<file path="config.mk">
export PLATFORM = sky130hd
export DESIGN_NAME = bbse_exec
export DESIGN_NICKNAME = d
export VERILOG_FILES = /design/src/rtl/bbse_pkg.sv /design/src/rtl/bbse_addr.sv /design/src/rtl/bbse_exec.sv
export VERILOG_INCLUDE_DIRS = /design/src /design/src/rtl
export SDC_FILE = /design/constraint.sdc
export NUM_CORES = 1
export LEC_CHECK = 0
export BUFFER_PORTS_ARGS = -buffer_cell sky130_fd_sc_hd__buf_2
export CAP_MARGIN = 20
export CORE_ASPECT_RATIO = 1.25
export CORE_UTILIZATION = 40
export DETAILED_ROUTE_END_ITERATION = 6
export PLACE_DENSITY = 0.61
export SYNTH_ARGS = -nofsm -noshare
export SYNTH_HDL_FRONTEND = slang
export SYNTH_SLANG_ARGS = --single-unit
</file>
<file path="constraint.sdc">
create_clock -name ref_clk -period 3.2 [get_ports ref_clk]
set_input_delay 0.64 -clock ref_clk [delete_from_list [all_inputs] [get_ports ref_clk]]
set_output_delay 0.64 -clock ref_clk [all_outputs]
set_load 0.01 [all_outputs]
</file>
<file path="src/rtl/bbse_map.svh">
/*
 * Constants of the branch and bit-set execution block: opcode fields,
 * quarter-cycle phases, address layout and reset values.
 * Assumes it is included by bare name from the package and the modules.
 */
`ifndef BBSE_MAP_SVH
`define BBSE_MAP_SVH

// ----------------------------------------------------------------------
// opcode fields
// ----------------------------------------------------------------------
`define BBSE_JUMP_PFX 5'h1A
`define BBSE_JUMP_PFX_HI 15
`define BBSE_JUMP_PFX_LO 11
`define BBSE_JUMP_OFF_HI 10
`define BBSE_SETB_OPC 4'h8
`define BBSE_SETB_OPC_HI 15
`define BBSE_SETB_OPC_LO 12
`define BBSE_SETB_BIT_HI 11
`define BBSE_SETB_BIT_LO 9
`define BBSE_SETB_ABIT 8
`define BBSE_SETB_F_HI 7

// ----------------------------------------------------------------------
// quarter-cycle phases
// ----------------------------------------------------------------------
`define BBSE_Q1 2'h0
`define BBSE_Q2 2'h1
`define BBSE_Q3 2'h2
`define BBSE_Q4 2'h3
`define BBSE_Q_STEP 2'h1

// ----------------------------------------------------------------------
// data address layout
// ----------------------------------------------------------------------
`define BBSE_ACCESS_SPLIT 8'h60
`define BBSE_INDEX_MAX 8'h5F
`define BBSE_ACCESS_LO_BANK 4'h0
`define BBSE_ACCESS_HI_BANK 4'hF

// ----------------------------------------------------------------------
// reset values and the bit-set mask
// ----------------------------------------------------------------------
`define BBSE_RST_PC 21'h00000
`define BBSE_RST_ADDR 12'h000
`define BBSE_RST_DATA 8'h00
`define BBSE_BIT_ONE 8'h01

`endif

</file>
<file path="src/rtl/bbse_pkg.sv">
/*
 * Types of the branch and bit-set execution block.
 * Assumes bbse_map.svh is on the include path.
 */
`include "bbse_map.svh"
`default_nettype none

package bbse_pkg;

    typedef enum logic [1:0]
    {
        BBSE_OP_NONE = 2'h0,
        BBSE_OP_JUMP = 2'h1,
        BBSE_OP_SETBIT = 2'h2
    } bbse_op_e;

    typedef enum logic [1:0]
    {
        BBSE_ST_IDLE = 2'h0,
        BBSE_ST_EXEC = 2'h1,
        BBSE_ST_FLUSH = 2'h3
    } bbse_state_e;

    typedef struct packed
    {
        bbse_op_e op;
        logic [10:0] offset;
        logic [2:0] bitpos;
        logic abit;
        logic [7:0] faddr;
    } bbse_instr_s;

    typedef struct packed
    {
        logic ext_en;
        logic [3:0] bank_ptr;
        logic [11:0] idx_base;
    } bbse_ctx_s;

endpackage

`default_nettype wire

</file>
<file path="src/rtl/bbse_addr.sv">
/*
 * Resolves the 8-bit file address of a bit-set into a 12-bit data address.
 * Assumes the caller registers the result; purely combinational.
 */
`include "bbse_map.svh"
`timescale 1ns/1ps
`default_nettype none

module bbse_addr
(
    input wire bbse_pkg::bbse_instr_s instr,
    input wire bbse_pkg::bbse_ctx_s ctx,
    output logic [11:0] addr
);

    always_comb
    begin
        addr = `BBSE_RST_ADDR;
        if (instr.abit)
        begin
            addr = {ctx.bank_ptr, instr.faddr};
        end
        else if (ctx.ext_en && (instr.faddr <= `BBSE_INDEX_MAX))
        begin
            addr = ctx.idx_base + {4'h0, instr.faddr};
        end
        else if (instr.faddr < `BBSE_ACCESS_SPLIT)
        begin
            addr = {`BBSE_ACCESS_LO_BANK, instr.faddr};
        end
        else
        begin
            addr = {`BBSE_ACCESS_HI_BANK, instr.faddr};
        end
    end

endmodule

`default_nettype wire

</file>
<file path="src/rtl/bbse_exec.sv">
/*
 * Execution unit for the unconditional relative jump and the file bit
 * force-one instruction, stepped by its own quarter-cycle phase counter.
 * Assumes: pc_in holds the already advanced program counter, data memory
 * answers a read one clock after mem_rd_ff with mem_rdata, and the core
 * presents instructions with instr_valid while instr_ready_ff is high.
 */
// Functional notes
// - A jump loads the advanced program counter plus twice the signed offset.
// - A jump takes two instruction cycles, the second one a no-operation refetch.
// - A bit-set forces one chosen bit of the addressed register and touches nothing else.
// - With the bank bit clear the address lies in the access bank, except for the indexed offsets below.
// - With the bank bit set the bank pointer register selects the storage bank.
// - With extended set on and bank bit clear, addresses up to 95 are indexed offsets.
`include "bbse_map.svh"
`timescale 1ns/1ps
`default_nettype none

module bbse_exec
(
    input wire logic ref_clk,
    input wire logic rst_n,
    input wire logic instr_valid,
    input wire logic [15:0] instr,
    input wire logic [20:0] pc_in,
    input wire logic [3:0] bank_pointer_register,
    input wire logic ext_en,
    input wire logic [11:0] idx_base,
    input wire logic [7:0] mem_rdata,
    output logic instr_ready_ff,
    output logic [1:0] qphase_ff,
    output logic pc_load_ff,
    output logic [20:0] pc_next_ff,
    output logic mem_rd_ff,
    output logic mem_wr_ff,
    output logic [11:0] mem_addr_ff,
    output logic [7:0] mem_wdata_ff,
    output logic nop_cycle_ff
);

    // ------------------------------------------------------------------
    // helpers
    // ------------------------------------------------------------------
    function automatic bbse_pkg::bbse_instr_s decode(input logic [15:0] w);
        bbse_pkg::bbse_instr_s d;
        d.op = bbse_pkg::BBSE_OP_NONE;
        d.offset = w[`BBSE_JUMP_OFF_HI:0];
        d.bitpos = w[`BBSE_SETB_BIT_HI:`BBSE_SETB_BIT_LO];
        d.abit = w[`BBSE_SETB_ABIT];
        d.faddr = w[`BBSE_SETB_F_HI:0];
        if (w[`BBSE_JUMP_PFX_HI:`BBSE_JUMP_PFX_LO] == `BBSE_JUMP_PFX)
        begin
            d.op = bbse_pkg::BBSE_OP_JUMP;
        end
        else if (w[`BBSE_SETB_OPC_HI:`BBSE_SETB_OPC_LO] == `BBSE_SETB_OPC)
        begin
            d.op = bbse_pkg::BBSE_OP_SETBIT;
        end
        return d;
    endfunction

    function automatic logic [20:0] jump_target(input logic [20:0] pc,
                                                input logic [10:0] off);
        logic [20:0] twice;
        twice = {{9{off[10]}}, off, 1'b0};
        return pc + twice;
    endfunction

    function automatic logic [7:0] force_bit(input logic [7:0] v,
                                             input logic [2:0] b);
        return v | (`BBSE_BIT_ONE << b);
    endfunction

    // ------------------------------------------------------------------
    // quarter-cycle phase counter
    // ------------------------------------------------------------------
    logic [1:0] nxt_qphase;

    always_comb
    begin
        nxt_qphase = qphase_ff + `BBSE_Q_STEP;
    end

    always_ff @(posedge ref_clk)
    begin
        if (!rst_n)
        begin
            qphase_ff <= `BBSE_Q1;
        end
        else
        begin
            qphase_ff <= nxt_qphase;
        end
    end

    // ------------------------------------------------------------------
    // address resolution
    // ------------------------------------------------------------------
    bbse_pkg::bbse_state_e state_ff;
    bbse_pkg::bbse_state_e nxt_state;
    bbse_pkg::bbse_instr_s cur_ff;
    bbse_pkg::bbse_instr_s nxt_cur;
    bbse_pkg::bbse_instr_s dec;
    bbse_pkg::bbse_ctx_s ctx;
    logic [11:0] res_addr;

    always_comb
    begin
        dec = decode(instr);
        ctx.ext_en = ext_en;
        ctx.bank_ptr = bank_pointer_register;
        ctx.idx_base = idx_base;
    end

    bbse_addr u_addr
    (
        .instr(dec),
        .ctx(ctx),
        .addr(res_addr)
    );

    // ------------------------------------------------------------------
    // sequencer
    // ------------------------------------------------------------------
    logic nxt_instr_ready;
    logic nxt_pc_load;
    logic [20:0] nxt_pc_next;
    logic nxt_mem_rd;
    logic nxt_mem_wr;
    logic [11:0] nxt_mem_addr;
    logic [7:0] nxt_mem_wdata;
    logic nxt_nop_cycle;

    always_comb
    begin
        nxt_state = state_ff;
        nxt_cur = cur_ff;
        nxt_pc_load = 1'b0;
        nxt_pc_next = pc_next_ff;
        nxt_mem_rd = 1'b0;
        nxt_mem_wr = 1'b0;
        nxt_mem_addr = mem_addr_ff;
        nxt_mem_wdata = mem_wdata_ff;
        case (state_ff)
            bbse_pkg::BBSE_ST_IDLE:
            begin
                // q1: decode, and for a bit-set start the register read
                if ((qphase_ff == `BBSE_Q1) && instr_valid &&
                    (dec.op != bbse_pkg::BBSE_OP_NONE))
                begin
                    nxt_cur = dec;
                    nxt_state = bbse_pkg::BBSE_ST_EXEC;
                    if (dec.op == bbse_pkg::BBSE_OP_SETBIT)
                    begin
                        nxt_mem_addr = res_addr;
                        nxt_mem_rd = 1'b1;
                    end
                end
            end
            bbse_pkg::BBSE_ST_EXEC:
            begin
                if (qphase_ff == `BBSE_Q3)
                begin
                    if (cur_ff.op == bbse_pkg::BBSE_OP_SETBIT)
                    begin
                        // write back in q4, other bits and flags untouched
                        nxt_mem_wr = 1'b1;
                        nxt_mem_wdata = force_bit(mem_rdata, cur_ff.bitpos);
                    end
                    else
                    begin
                        nxt_pc_load = 1'b1;
                        nxt_pc_next = jump_target(pc_in, cur_ff.offset);
                    end
                end
                if (qphase_ff == `BBSE_Q4)
                begin
                    if (cur_ff.op == bbse_pkg::BBSE_OP_JUMP)
                    begin
                        nxt_state = bbse_pkg::BBSE_ST_FLUSH;
                    end
                    else
                    begin
                        nxt_state = bbse_pkg::BBSE_ST_IDLE;
                    end
                end
            end
            bbse_pkg::BBSE_ST_FLUSH:
            begin
                // whole second cycle is a no-operation refetch
                if (qphase_ff == `BBSE_Q4)
                begin
                    nxt_state = bbse_pkg::BBSE_ST_IDLE;
                end
            end
            default:
            begin
                nxt_state = bbse_pkg::BBSE_ST_IDLE;
            end
        endcase
        nxt_nop_cycle = (nxt_state == bbse_pkg::BBSE_ST_FLUSH);
        nxt_instr_ready = (nxt_state == bbse_pkg::BBSE_ST_IDLE) &&
                          (nxt_qphase == `BBSE_Q1);
    end

    always_ff @(posedge ref_clk)
    begin
        if (!rst_n)
        begin
            state_ff <= bbse_pkg::BBSE_ST_IDLE;
            cur_ff <= '0;
            instr_ready_ff <= 1'b0;
            pc_load_ff <= 1'b0;
            pc_next_ff <= `BBSE_RST_PC;
            mem_rd_ff <= 1'b0;
            mem_wr_ff <= 1'b0;
            mem_addr_ff <= `BBSE_RST_ADDR;
            mem_wdata_ff <= `BBSE_RST_DATA;
            nop_cycle_ff <= 1'b0;
        end
        else
        begin
            state_ff <= nxt_state;
            cur_ff <= nxt_cur;
            instr_ready_ff <= nxt_instr_ready;
            pc_load_ff <= nxt_pc_load;
            pc_next_ff <= nxt_pc_next;
            mem_rd_ff <= nxt_mem_rd;
            mem_wr_ff <= nxt_mem_wr;
            mem_addr_ff <= nxt_mem_addr;
            mem_wdata_ff <= nxt_mem_wdata;
            nop_cycle_ff <= nxt_nop_cycle;
        end
    end

endmodule

`default_nettype wire

</file>
==> results of run 1 <==
-- state kept, by name (all words and copies together) (netlist names) --
name / count
nop_cycle_ff: 1
mem_wr_ff: 1
mem_wdata_ff: 8
mem_addr_ff: 12
cur_ff: 14
instr_ready_ff: 1
qphase_ff: 2
state_ff: 2
pc_load_ff: 1
pc_next_ff: 21
mem_rd_ff: 1
-- through the flow --
stage | total power, mW | cell area (um^2) | setup WS, ns | hold WS, ns | util, %
after floorplan | 1.008 | 4029 | 0.6481 | 0.4585 | -
after global placement | 1.100 | 4687 | 0.4041 | 0.4393 | 48.27
after detailed placement | 1.104 | 4687 | 0.3493 | 0.4430 | 48.27
after CTS | 2.074 | 4976 | 0.7046 | 0.4504 | 51.25
after global routing | 2.135 | 4976 | 0.6027 | 0.4700 | 51.25
final | 2.046 | 4976 | 0.7040 | 0.4482 | 51.25
-- logic make-up after synthesis --
| group | after synthesis | share of synthesized area [%] |
|---|---|---|
| buffers and inverters | 42 | 5.124 |
| AO/OA/AOI/OAI | 148 | 24.94 |
| adder cells (fa/ha/maj) | 33 | 10.62 |
| AND/OR/NAND/NOR | 156 | 19.66 |
| XOR/XNOR | 19 | 4.130 |
| multiplexers | 15 | 3.727 |
| flip-flops | 64 | 31.80 |
-- layer usage --
| layer | global-route usage [%] | vias up | wire (um) |
|---|---|---|---|
| met1 | 23.58 | 1812 | 4467 |
| li1 | - | 1962 | - |
| met4 | 8.125 | 0 | 284 |
| met3 | 5.843 | 21 | 677 |
| met5 | 0 | - | 0 |
| met2 | 36.94 | 128 | 5279 |
-- final timing paths --
kind,cells past startpoint,slack [ns],from,to
setup / recovery,9,0.70,pc_in[1],pc_next_ff[13]
hold / removal,2,0.45,pc_next_ff[1],pc_next_ff[1]
setup reg to reg,8,0.80,cur_ff[12],pc_next_ff[13]
hold reg to reg,2,0.45,pc_next_ff[1],pc_next_ff[1]
-- synth_stat cells (3+ instances only) --
cell | n | area (um^2)
nand2_1 | 51 | 191.4
nand4_1 | 4 | 25.02
a31oi_1 | 9 | 56.30
nor2b_1 | 4 | 25.02
a21o_1 | 9 | 67.56
nor2_1 | 39 | 146.4
o21bai_1 | 3 | 22.52
ha_1 | 31 | 387.9
a21oi_1 | 43 | 215.2
dfxtp_1 | 64 | 1281
or3_1 | 3 | 18.77
o211a_1 | 3 | 30.03
a211oi_1 | 9 | 67.56
o311ai_0 | 6 | 52.55
a211o_1 | 3 | 26.28
mux2i_1 | 15 | 150.1
inv_1 | 20 | 75.07
nor3_1 | 5 | 25.02
o21ai_0 | 29 | 145.1
xnor2_1 | 13 | 113.9
and2_1 | 6 | 37.54
o211ai_1 | 6 | 45.04
xor2_1 | 6 | 52.55
clkbuf_8 | 3 | 41.29
clkbuf_1 | 10 | 37.54
and3_1 | 6 | 37.54
nand3_1 | 15 | 75.07
nand3b_1 | 3 | 22.52
buf_2 | 6 | 30.03
-- cell type report --
type                    instances  area, um^2  share of cell area (%)
clock buffers                  10       229.0                   4.601
clock inverters                 6       60.06                   1.207
inverters                      21       78.83                   1.584
multi-input cells             371        2541                   51.07
flip-flops and latches         64        1281                   25.75
well taps                     126       157.7                   3.168
repair buffers                121       628.1                   12.62
-- where the power goes --
part / switching (mW) / total, mW / internal [mW]
Clock: 0.359 / 0.957 / 0.598
Combinational: 0.157 / 0.276 / 0.119
Sequential: 0.00740 / 0.813 / 0.806
-- worst reg2reg max path, delay by kind of cell, from the launching register on --
kind / cells / cell delay (ns)
AO/OA/AOI/OAI: 5 / 1.19
flip-flops: 1 / 0.32
adder cells (fa/ha/maj): 2 / 0.65
AND/OR/NAND/NOR: 1 / 0.14
-- placed cells by master, fill, tap and decap left out, types with 3 or more instances in the layout --
| cell type | n |
|---|---|
| a211o_1 | 3 |
| ha_1 | 31 |
| nand3b_1 | 3 |
| and2_1 | 6 |
| nand3_1 | 15 |
| a211oi_1 | 9 |
| a31oi_1 | 9 |
| and3_1 | 6 |
| o311ai_0 | 6 |
| nand4_1 | 4 |
| nand2_1 | 51 |
| o211a_1 | 3 |
| nor2_1 | 39 |
| a21o_1 | 9 |
| clkbuf_16 | 9 |
| o21ai_0 | 29 |
| nor2b_1 | 4 |
| dfxtp_1 | 64 |
| or3_1 | 3 |
| mux2i_1 | 15 |
| buf_4 | 9 |
| buf_2 | 112 |
| xnor2_1 | 13 |
| clkinv_2 | 3 |
| inv_1 | 20 |
| a21oi_1 | 43 |
| o211ai_1 | 6 |
| xor2_1 | 6 |
| o21bai_1 | 3 |
| nor3_1 | 5 |
==> flow_summary.yaml, run 1 <==
outcome:
  status: "finished, final reports clean"
drt:
  routed_via_density: 5.456
  routed_wirelength_mm: 10.71
  ant_nets: 0
  drtIter0Drc: 141
  drtPass1Iterations: 4
  drc: 0
  post_drt_wl_per_cell_um: 14.89
  vias: 3923
place:
  post-dp-hpwl_mm: 8.292
  gp_congestion: 0.8959
  io_buffers: 112
  place_inst: 703
cts:
  clock_latency_ns: 0.33
  h-tree-depth: 3
  cts_setup_buffers: 0
  cts_buffers: 9
  cts_buffer_depth: 2
  post_cts_resize_count: 0
  clkTransAtPathRegs_ns: 0.06
  cts-root-buf: "clkbuf_16"
  cts_sinks: 64
  cts_hold_buf: 0
  cts_tree: "yes"
sta:
  min_period_over_period_pct: 78.00
  fmax_mhz: 400.6
  slew_violations: 0
  setup_tns_ns: 0
  slew_headroom_pct: 55.76
  tightestPinTransition_ns: 0.6636
  skew_ns: 0.006274
  hold_violations: 0
  rsz0062_at_grt: "no"
  min_period_ns: 2.496
  setup_violations: 0
pwr:
  powerDensity_mw_per_mm2: 411.1
  ir_drop_mv: 0.2140
  p_leak_nw: 2.358
die:
  rows: 40
  fp.coreArea_mm2: 0.009709
  dieArea_mm2: 0.01048
  die_w_um: 91.77
  start_util_pct: 41.49
  ioPinCount: 113
  fp.dieH_um: 114.2
layout:
  area_growth_pct: 23.51
  nets: 686
  stdcell_count: 719
  fill_cells: 980
  drive_gt1_share_pct: 26.31
  antenna_cells: 0
worst_setup_path:
  path_cells: "buf_2, ha_1, fa_1, a211o_1, a211oi_2, o21ai_2, nand4_2, a2111oi_2, a311o_1"
  path_class: "primary input to flip-flop"
  end_kind: "flip-flop"
  worstPathMaxFanout: 5
  worstPathArrival_ns: 2.72
  path_delay_family: "compound AO/OA/AOI/OAI gates"
  crit_path_start_kind: "primary input"
  required_ns: 3.42
  cp_slowest_cell: "fa_1"
  crit_path_max_incr_delay_ns: 0.43
  crit_buf_inv: 1
flow_run:
  drv_cap: 0
global_route:
  antenna_found_initial: 1
  gr-usage-all-layers_pct: 20.81
  grt_pass1_vias: 3679
  grt_max_degree: 28
  gr-total-overflow: 0
  grt_pass1_wl_mm: 17.23
logic_synthesis:
  synthesis.area_mm2: 0.004029
  postSynthCellCount: 477
  synthFlopType: "dfxtp_1"
  synth_nets: 575
  syn_area_per_cell_um2: 8.446
  ys_seq_area_share_pct: 31.80
  synth_seq_cells: 64
  synth_cell_types: 71
  synth_edf_count: 0
  synthArstFlopShare_pct: 0
  yosysWarningCount: 0
min_path:
  hold_path_class: "flip-flop to flip-flop"
Power figures use the tool's default switching activity.
==> run 2, diff against run 1 <==
clock period = 2.6 ns   (was 3.2 ns; I/O delays follow)
==> flow_summary.yaml, run 2 (synthesis results as in run 1) <==
sta:
  min_period_over_period_pct: 89.12
  rsz0062_at_grt: "no"
  fmax_mhz: 431.5
  hold_violations: 0
  min_period_ns: 2.317
  setup_violations: 0
  tightestPinTransition_ns: 0.6930
  slew_violations: 0
  slew_headroom_pct: 53.80
  skew_ns: 0.005942
  holdWs_ns: 0.4086
drt:
  post_drt_wl_per_cell_um: 15.18
  ant_nets: 0
  routed_via_density: 5.433
  drtIter0Drc: 114
  routed_wirelength_mm: 11.00
  drtPass1Iterations: 4
  drc: 0
  vias: 3939
pwr:
  powerDensity_mw_per_mm2: 524.2
  p_leak_nw: 2.409
  power.total_mw: 2.649
  ir_drop_mv: 0.2452
global_route:
  grt_pass1_vias: 3850
  gr-usage-all-layers_pct: 21.78
  grt_pass1_wl_mm: 18.02
  antenna_found_initial: 0
  gr-total-overflow: 0
  grt_max_degree: 24
die:
  die_w_um: 91.77
  dieArea_mm2: 0.01048
  fp.coreArea_mm2: 0.009709
  start_util_pct: 41.49
  ioPinCount: 113
  rows: 40
  fp.dieH_um: 114.2
worst_setup_path:
  worstPathArrival_ns: 2.54
  crit_path_start_kind: "flip-flop"
  worstPathMaxFanout: 5
  end_kind: "flip-flop"
  required_ns: 2.82
  r2r_slack_ns: 0.28
  path_class: "flip-flop to flip-flop"
layout:
  antenna_cells: 0
  stdcell_count: 725
  final_cell_mix: "112 x buf_2, 64 x dfxtp_1, 51 x nand2_1"
  fin_util_pct: 52.05
  design_area_mm2: 0.005054
  nets: 692
  top_regs: "pc_next_ff (21), cur_ff (14), mem_addr_ff (12)"
  fill_cells: 988
  drive_gt1_share_pct: 27.21
  layout_commonest_cell: "buf_2"
  area_growth_pct: 25.43
  largest_reg_flops: 21
  regMostFlops: "pc_next_ff"
flow_run:
  drv_cap: 0
cts:
  clock_latency_ns: 0.34
  h-tree-depth: 3
  cts-root-buf: "clkbuf_16"
  cts_sinks: 64
  cts_buffer_depth: 2
  post_cts_resize_count: 0
  cts_buffers: 9
  cts_tree: "yes"
  cts_hold_buf: 0
  clkTransAtPathRegs_ns: 0.06
  cts_setup_buffers: 0
outcome:
  status: "finished, final reports clean"
min_path:
  hold_path_class: "primary input to flip-flop"
place:
  io_buffers: 112
  post-dp-hpwl_mm: 8.473
  place_inst: 709
  postPlaceCellArea_mm2: 0.004732
  gp_congestion: 0.9262
[run 2: metal layers]
metal  vias up  wire, um  part of all wire, %  track usage, %
met1      1815      4682                   43           24.67
li1       1982         -                    -               -
met2       123      5499                   50           39.00
met4         0       303                  2.8           10.94
met3        19       517                  4.7           4.117
met5         -         0                    0               0
[run 2: worst max-delay path: stages, from the launching register on]
cell	delay, ns
dfxtp_1	0.32
ha_1	0.20
fa_1	0.40
a211o_1	0.30
a211oi_2	0.30
o21ai_2	0.16
nand4_2	0.13
a2111oi_2	0.07
a311o_1	0.32
[run 2: final timing paths]
kind / to / from / cells past startpoint
setup reg to reg: pc_next_ff[13] / cur_ff[12] / 8
hold reg to reg: pc_next_ff[5] / pc_next_ff[5] / 2
hold / removal: cur_ff[24] / instr[12] / 2
setup / recovery: pc_next_ff[13] / cur_ff[12] / 8
[run 2: where the power goes]
part	internal (mW)	leakage, nW	switching, mW
combinational	0.151	1.73	0.197
clock	0.859	0.158	0.442
sequential	0.992	0.516	0.00907
[run 2: final cells by class]
cell class / instances / area (um^2) / share of cell area [%]
clock buffers: 10 / 239.0 / 4.729
clock inverters: 6 / 82.58 / 1.634
inverters: 21 / 78.83 / 1.560
multi-input cells: 371 / 2541 / 50.28
flip-flops and latches: 64 / 1281 / 25.35
well taps: 126 / 157.7 / 3.120
repair buffers: 127 / 673.1 / 13.32
[run 2: per-stage QoR]
stage / setup TNS [ns] / worst slack, ns
after floorplan: 0 / 0.1681
after global placement: -0.01752 / -0.01752
after detailed placement: -0.04405 / -0.04405
after CTS: 0 / 0.2710
after global routing: 0 / 0.1311
final: 0 / 0.2828
==> run 3, diff against run 2 <==
ABC_CLOCK_PERIOD_IN_PS = 2320   (was default)
clock period = 2.32 ns   (was 2.6 ns; I/O delays follow)
==> flow_summary.yaml, run 3 (synthesis results as in run 1) <==
layout:
  regMostFlops: "pc_next_ff"
  drive_gt1_share_pct: 28.81
  layout_commonest_cell: "buf_2"
  top_regs: "pc_next_ff (21), cur_ff (14), mem_addr_ff (12)"
  fill_cells: 950
  fin_util_pct: 53.30
  largest_reg_flops: 21
  final_cell_mix: "112 x buf_2, 63 x dfxtp_1, 51 x nand2_1"
  area_growth_pct: 28.45
  antenna_cells: 0
  nets: 705
cts:
  cts_tree: "yes"
  cts_buffers: 9
  h-tree-depth: 3
  cts_setup_buffers: 0
  cts-root-buf: "clkbuf_16"
  cts_buffer_depth: 2
  clkTransAtPathRegs_ns: 0.06
  clock_latency_ns: 0.34
  cts_sinks: 64
sta:
  tightestPinTransition_ns: 0.6597
  rsz0062_at_grt: "no"
  fmax_mhz: 448.6
  setup_violations: 0
  slew_headroom_pct: 56.02
  skew_ns: 0.008872
  hold_violations: 0
  min_period_over_period_pct: 96.09
  fin_ws_ns: 0.09079
  min_period_ns: 2.229
  slew_violations: 0
drt:
  drtIter0Drc: 119
  drtPass1Iterations: 4
  ant_nets: 0
  post_drt_wl_per_cell_um: 14.84
  drc: 0
  routed_wirelength_mm: 10.94
  routed_via_density: 5.301
  vias: 3907
global_route:
  grt_max_degree: 29
  grt_pass1_wl_mm: 17.40
  antenna_found_initial: 0
  gr-usage-all-layers_pct: 21.03
  grt_pass1_vias: 3740
  gr-total-overflow: 0
place:
  gp_congestion: 0.8830
  io_buffers: 112
  post-dp-hpwl_mm: 8.589
  dp_slack_ns: -0.2037
pwr:
  p_leak_nw: 2.475
  power.total_mw: 2.990
  powerDensity_mw_per_mm2: 577.8
  ir_drop_mv: 0.3004
die:
  rows: 40
  ioPinCount: 113
  die_w_um: 91.77
  start_util_pct: 41.49
  fp.coreArea_mm2: 0.009709
  dieArea_mm2: 0.01048
  fp.dieH_um: 114.2
worst_setup_path:
  crit_path_start_kind: "flip-flop"
  path_class: "flip-flop to flip-flop"
  path_cells: "ha_1, fa_2, a211o_1, a211oi_4, o21ai_2, nand4_2, a2111oi_2, a311o_1"
  end_kind: "flip-flop"
  worstPathMaxFanout: 5
  crit_path_max_incr_delay_ns: 0.35
  required_ns: 2.54
  worstPathArrival_ns: 2.45
  cp_slowest_cell: "fa_2"
min_path:
  hold_path_class: "primary input to flip-flop"
flow_run:
  drv_cap: 0
outcome:
  status: "finished, final reports clean"
-- run 3: area by class of cell --
cell class | count | area, um^2 | share of cell area, %
clock buffer | 12 | 256.5 | 4.956
timing repair buffer | 140 | 783.3 | 15.14
inverter | 21 | 78.83 | 1.523
clock inverter | 3 | 65.06 | 1.257
sequential | 64 | 1282 | 24.78
multi-input combinational | 371 | 2551 | 49.30
tap | 126 | 157.7 | 3.046
-- run 3: per-stage QoR --
step	cells	hold slack [ns]	TNS, ns	area (um^2)
global route	737	0.3695	0	5175
CTS	737	0.3501	0	5166
detailed placement	722	0.4477	-0.8672	4845
finish	737	0.3661	0	5175
global placement	722	0.4426	-0.6780	4845
floorplan	477	0.4585	0	4031
-- run 3: layer usage --
layer / track usage, % / wire [um]
met1: 24.20 / 4787
met2: 37.54 / 5399
met3: 4.515 / 491
met4: 8.958 / 259
met5: 0 / 0
-- run 3: worst max-delay path: cells and delay by family (launching register included) --
| family | cells | cell delay, ns |
|---|---|---|
| AO/OA/AOI/OAI | 5 | 1.11 |
| adder cells (fa/ha/maj) | 2 | 0.56 |
| flip-flops | 1 | 0.32 |
| AND/OR/NAND/NOR | 1 | 0.13 |
-- run 3: path summary, 6_finish.rpt --
path,startpoint,endpoint,slack (ns),cells after the start
setup / recovery,cur_ff[12],pc_next_ff[13],0.09,8
hold / removal,instr[12],cur_ff[24],0.37,2
setup reg to reg,cur_ff[12],pc_next_ff[13],0.09,8
hold reg to reg,pc_next_ff[5],pc_next_ff[5],0.45,2
-- run 3: where the power goes --
group	total (mW)	internal, mW	switching, mW
logic	0.401	0.179	0.222
registers	1.12	1.11	0.00993
clock network	1.47	0.991	0.476
total	2.99	2.28	0.709
-- run 3: timing repair --
| item | 4_1_cts | 5_1_grt |
|---|---|---|
| hold buffers | 0 | 0 |
| resized for setup | 0 | 2 |
| endpoints found under the setup margin | 0 | 5 |
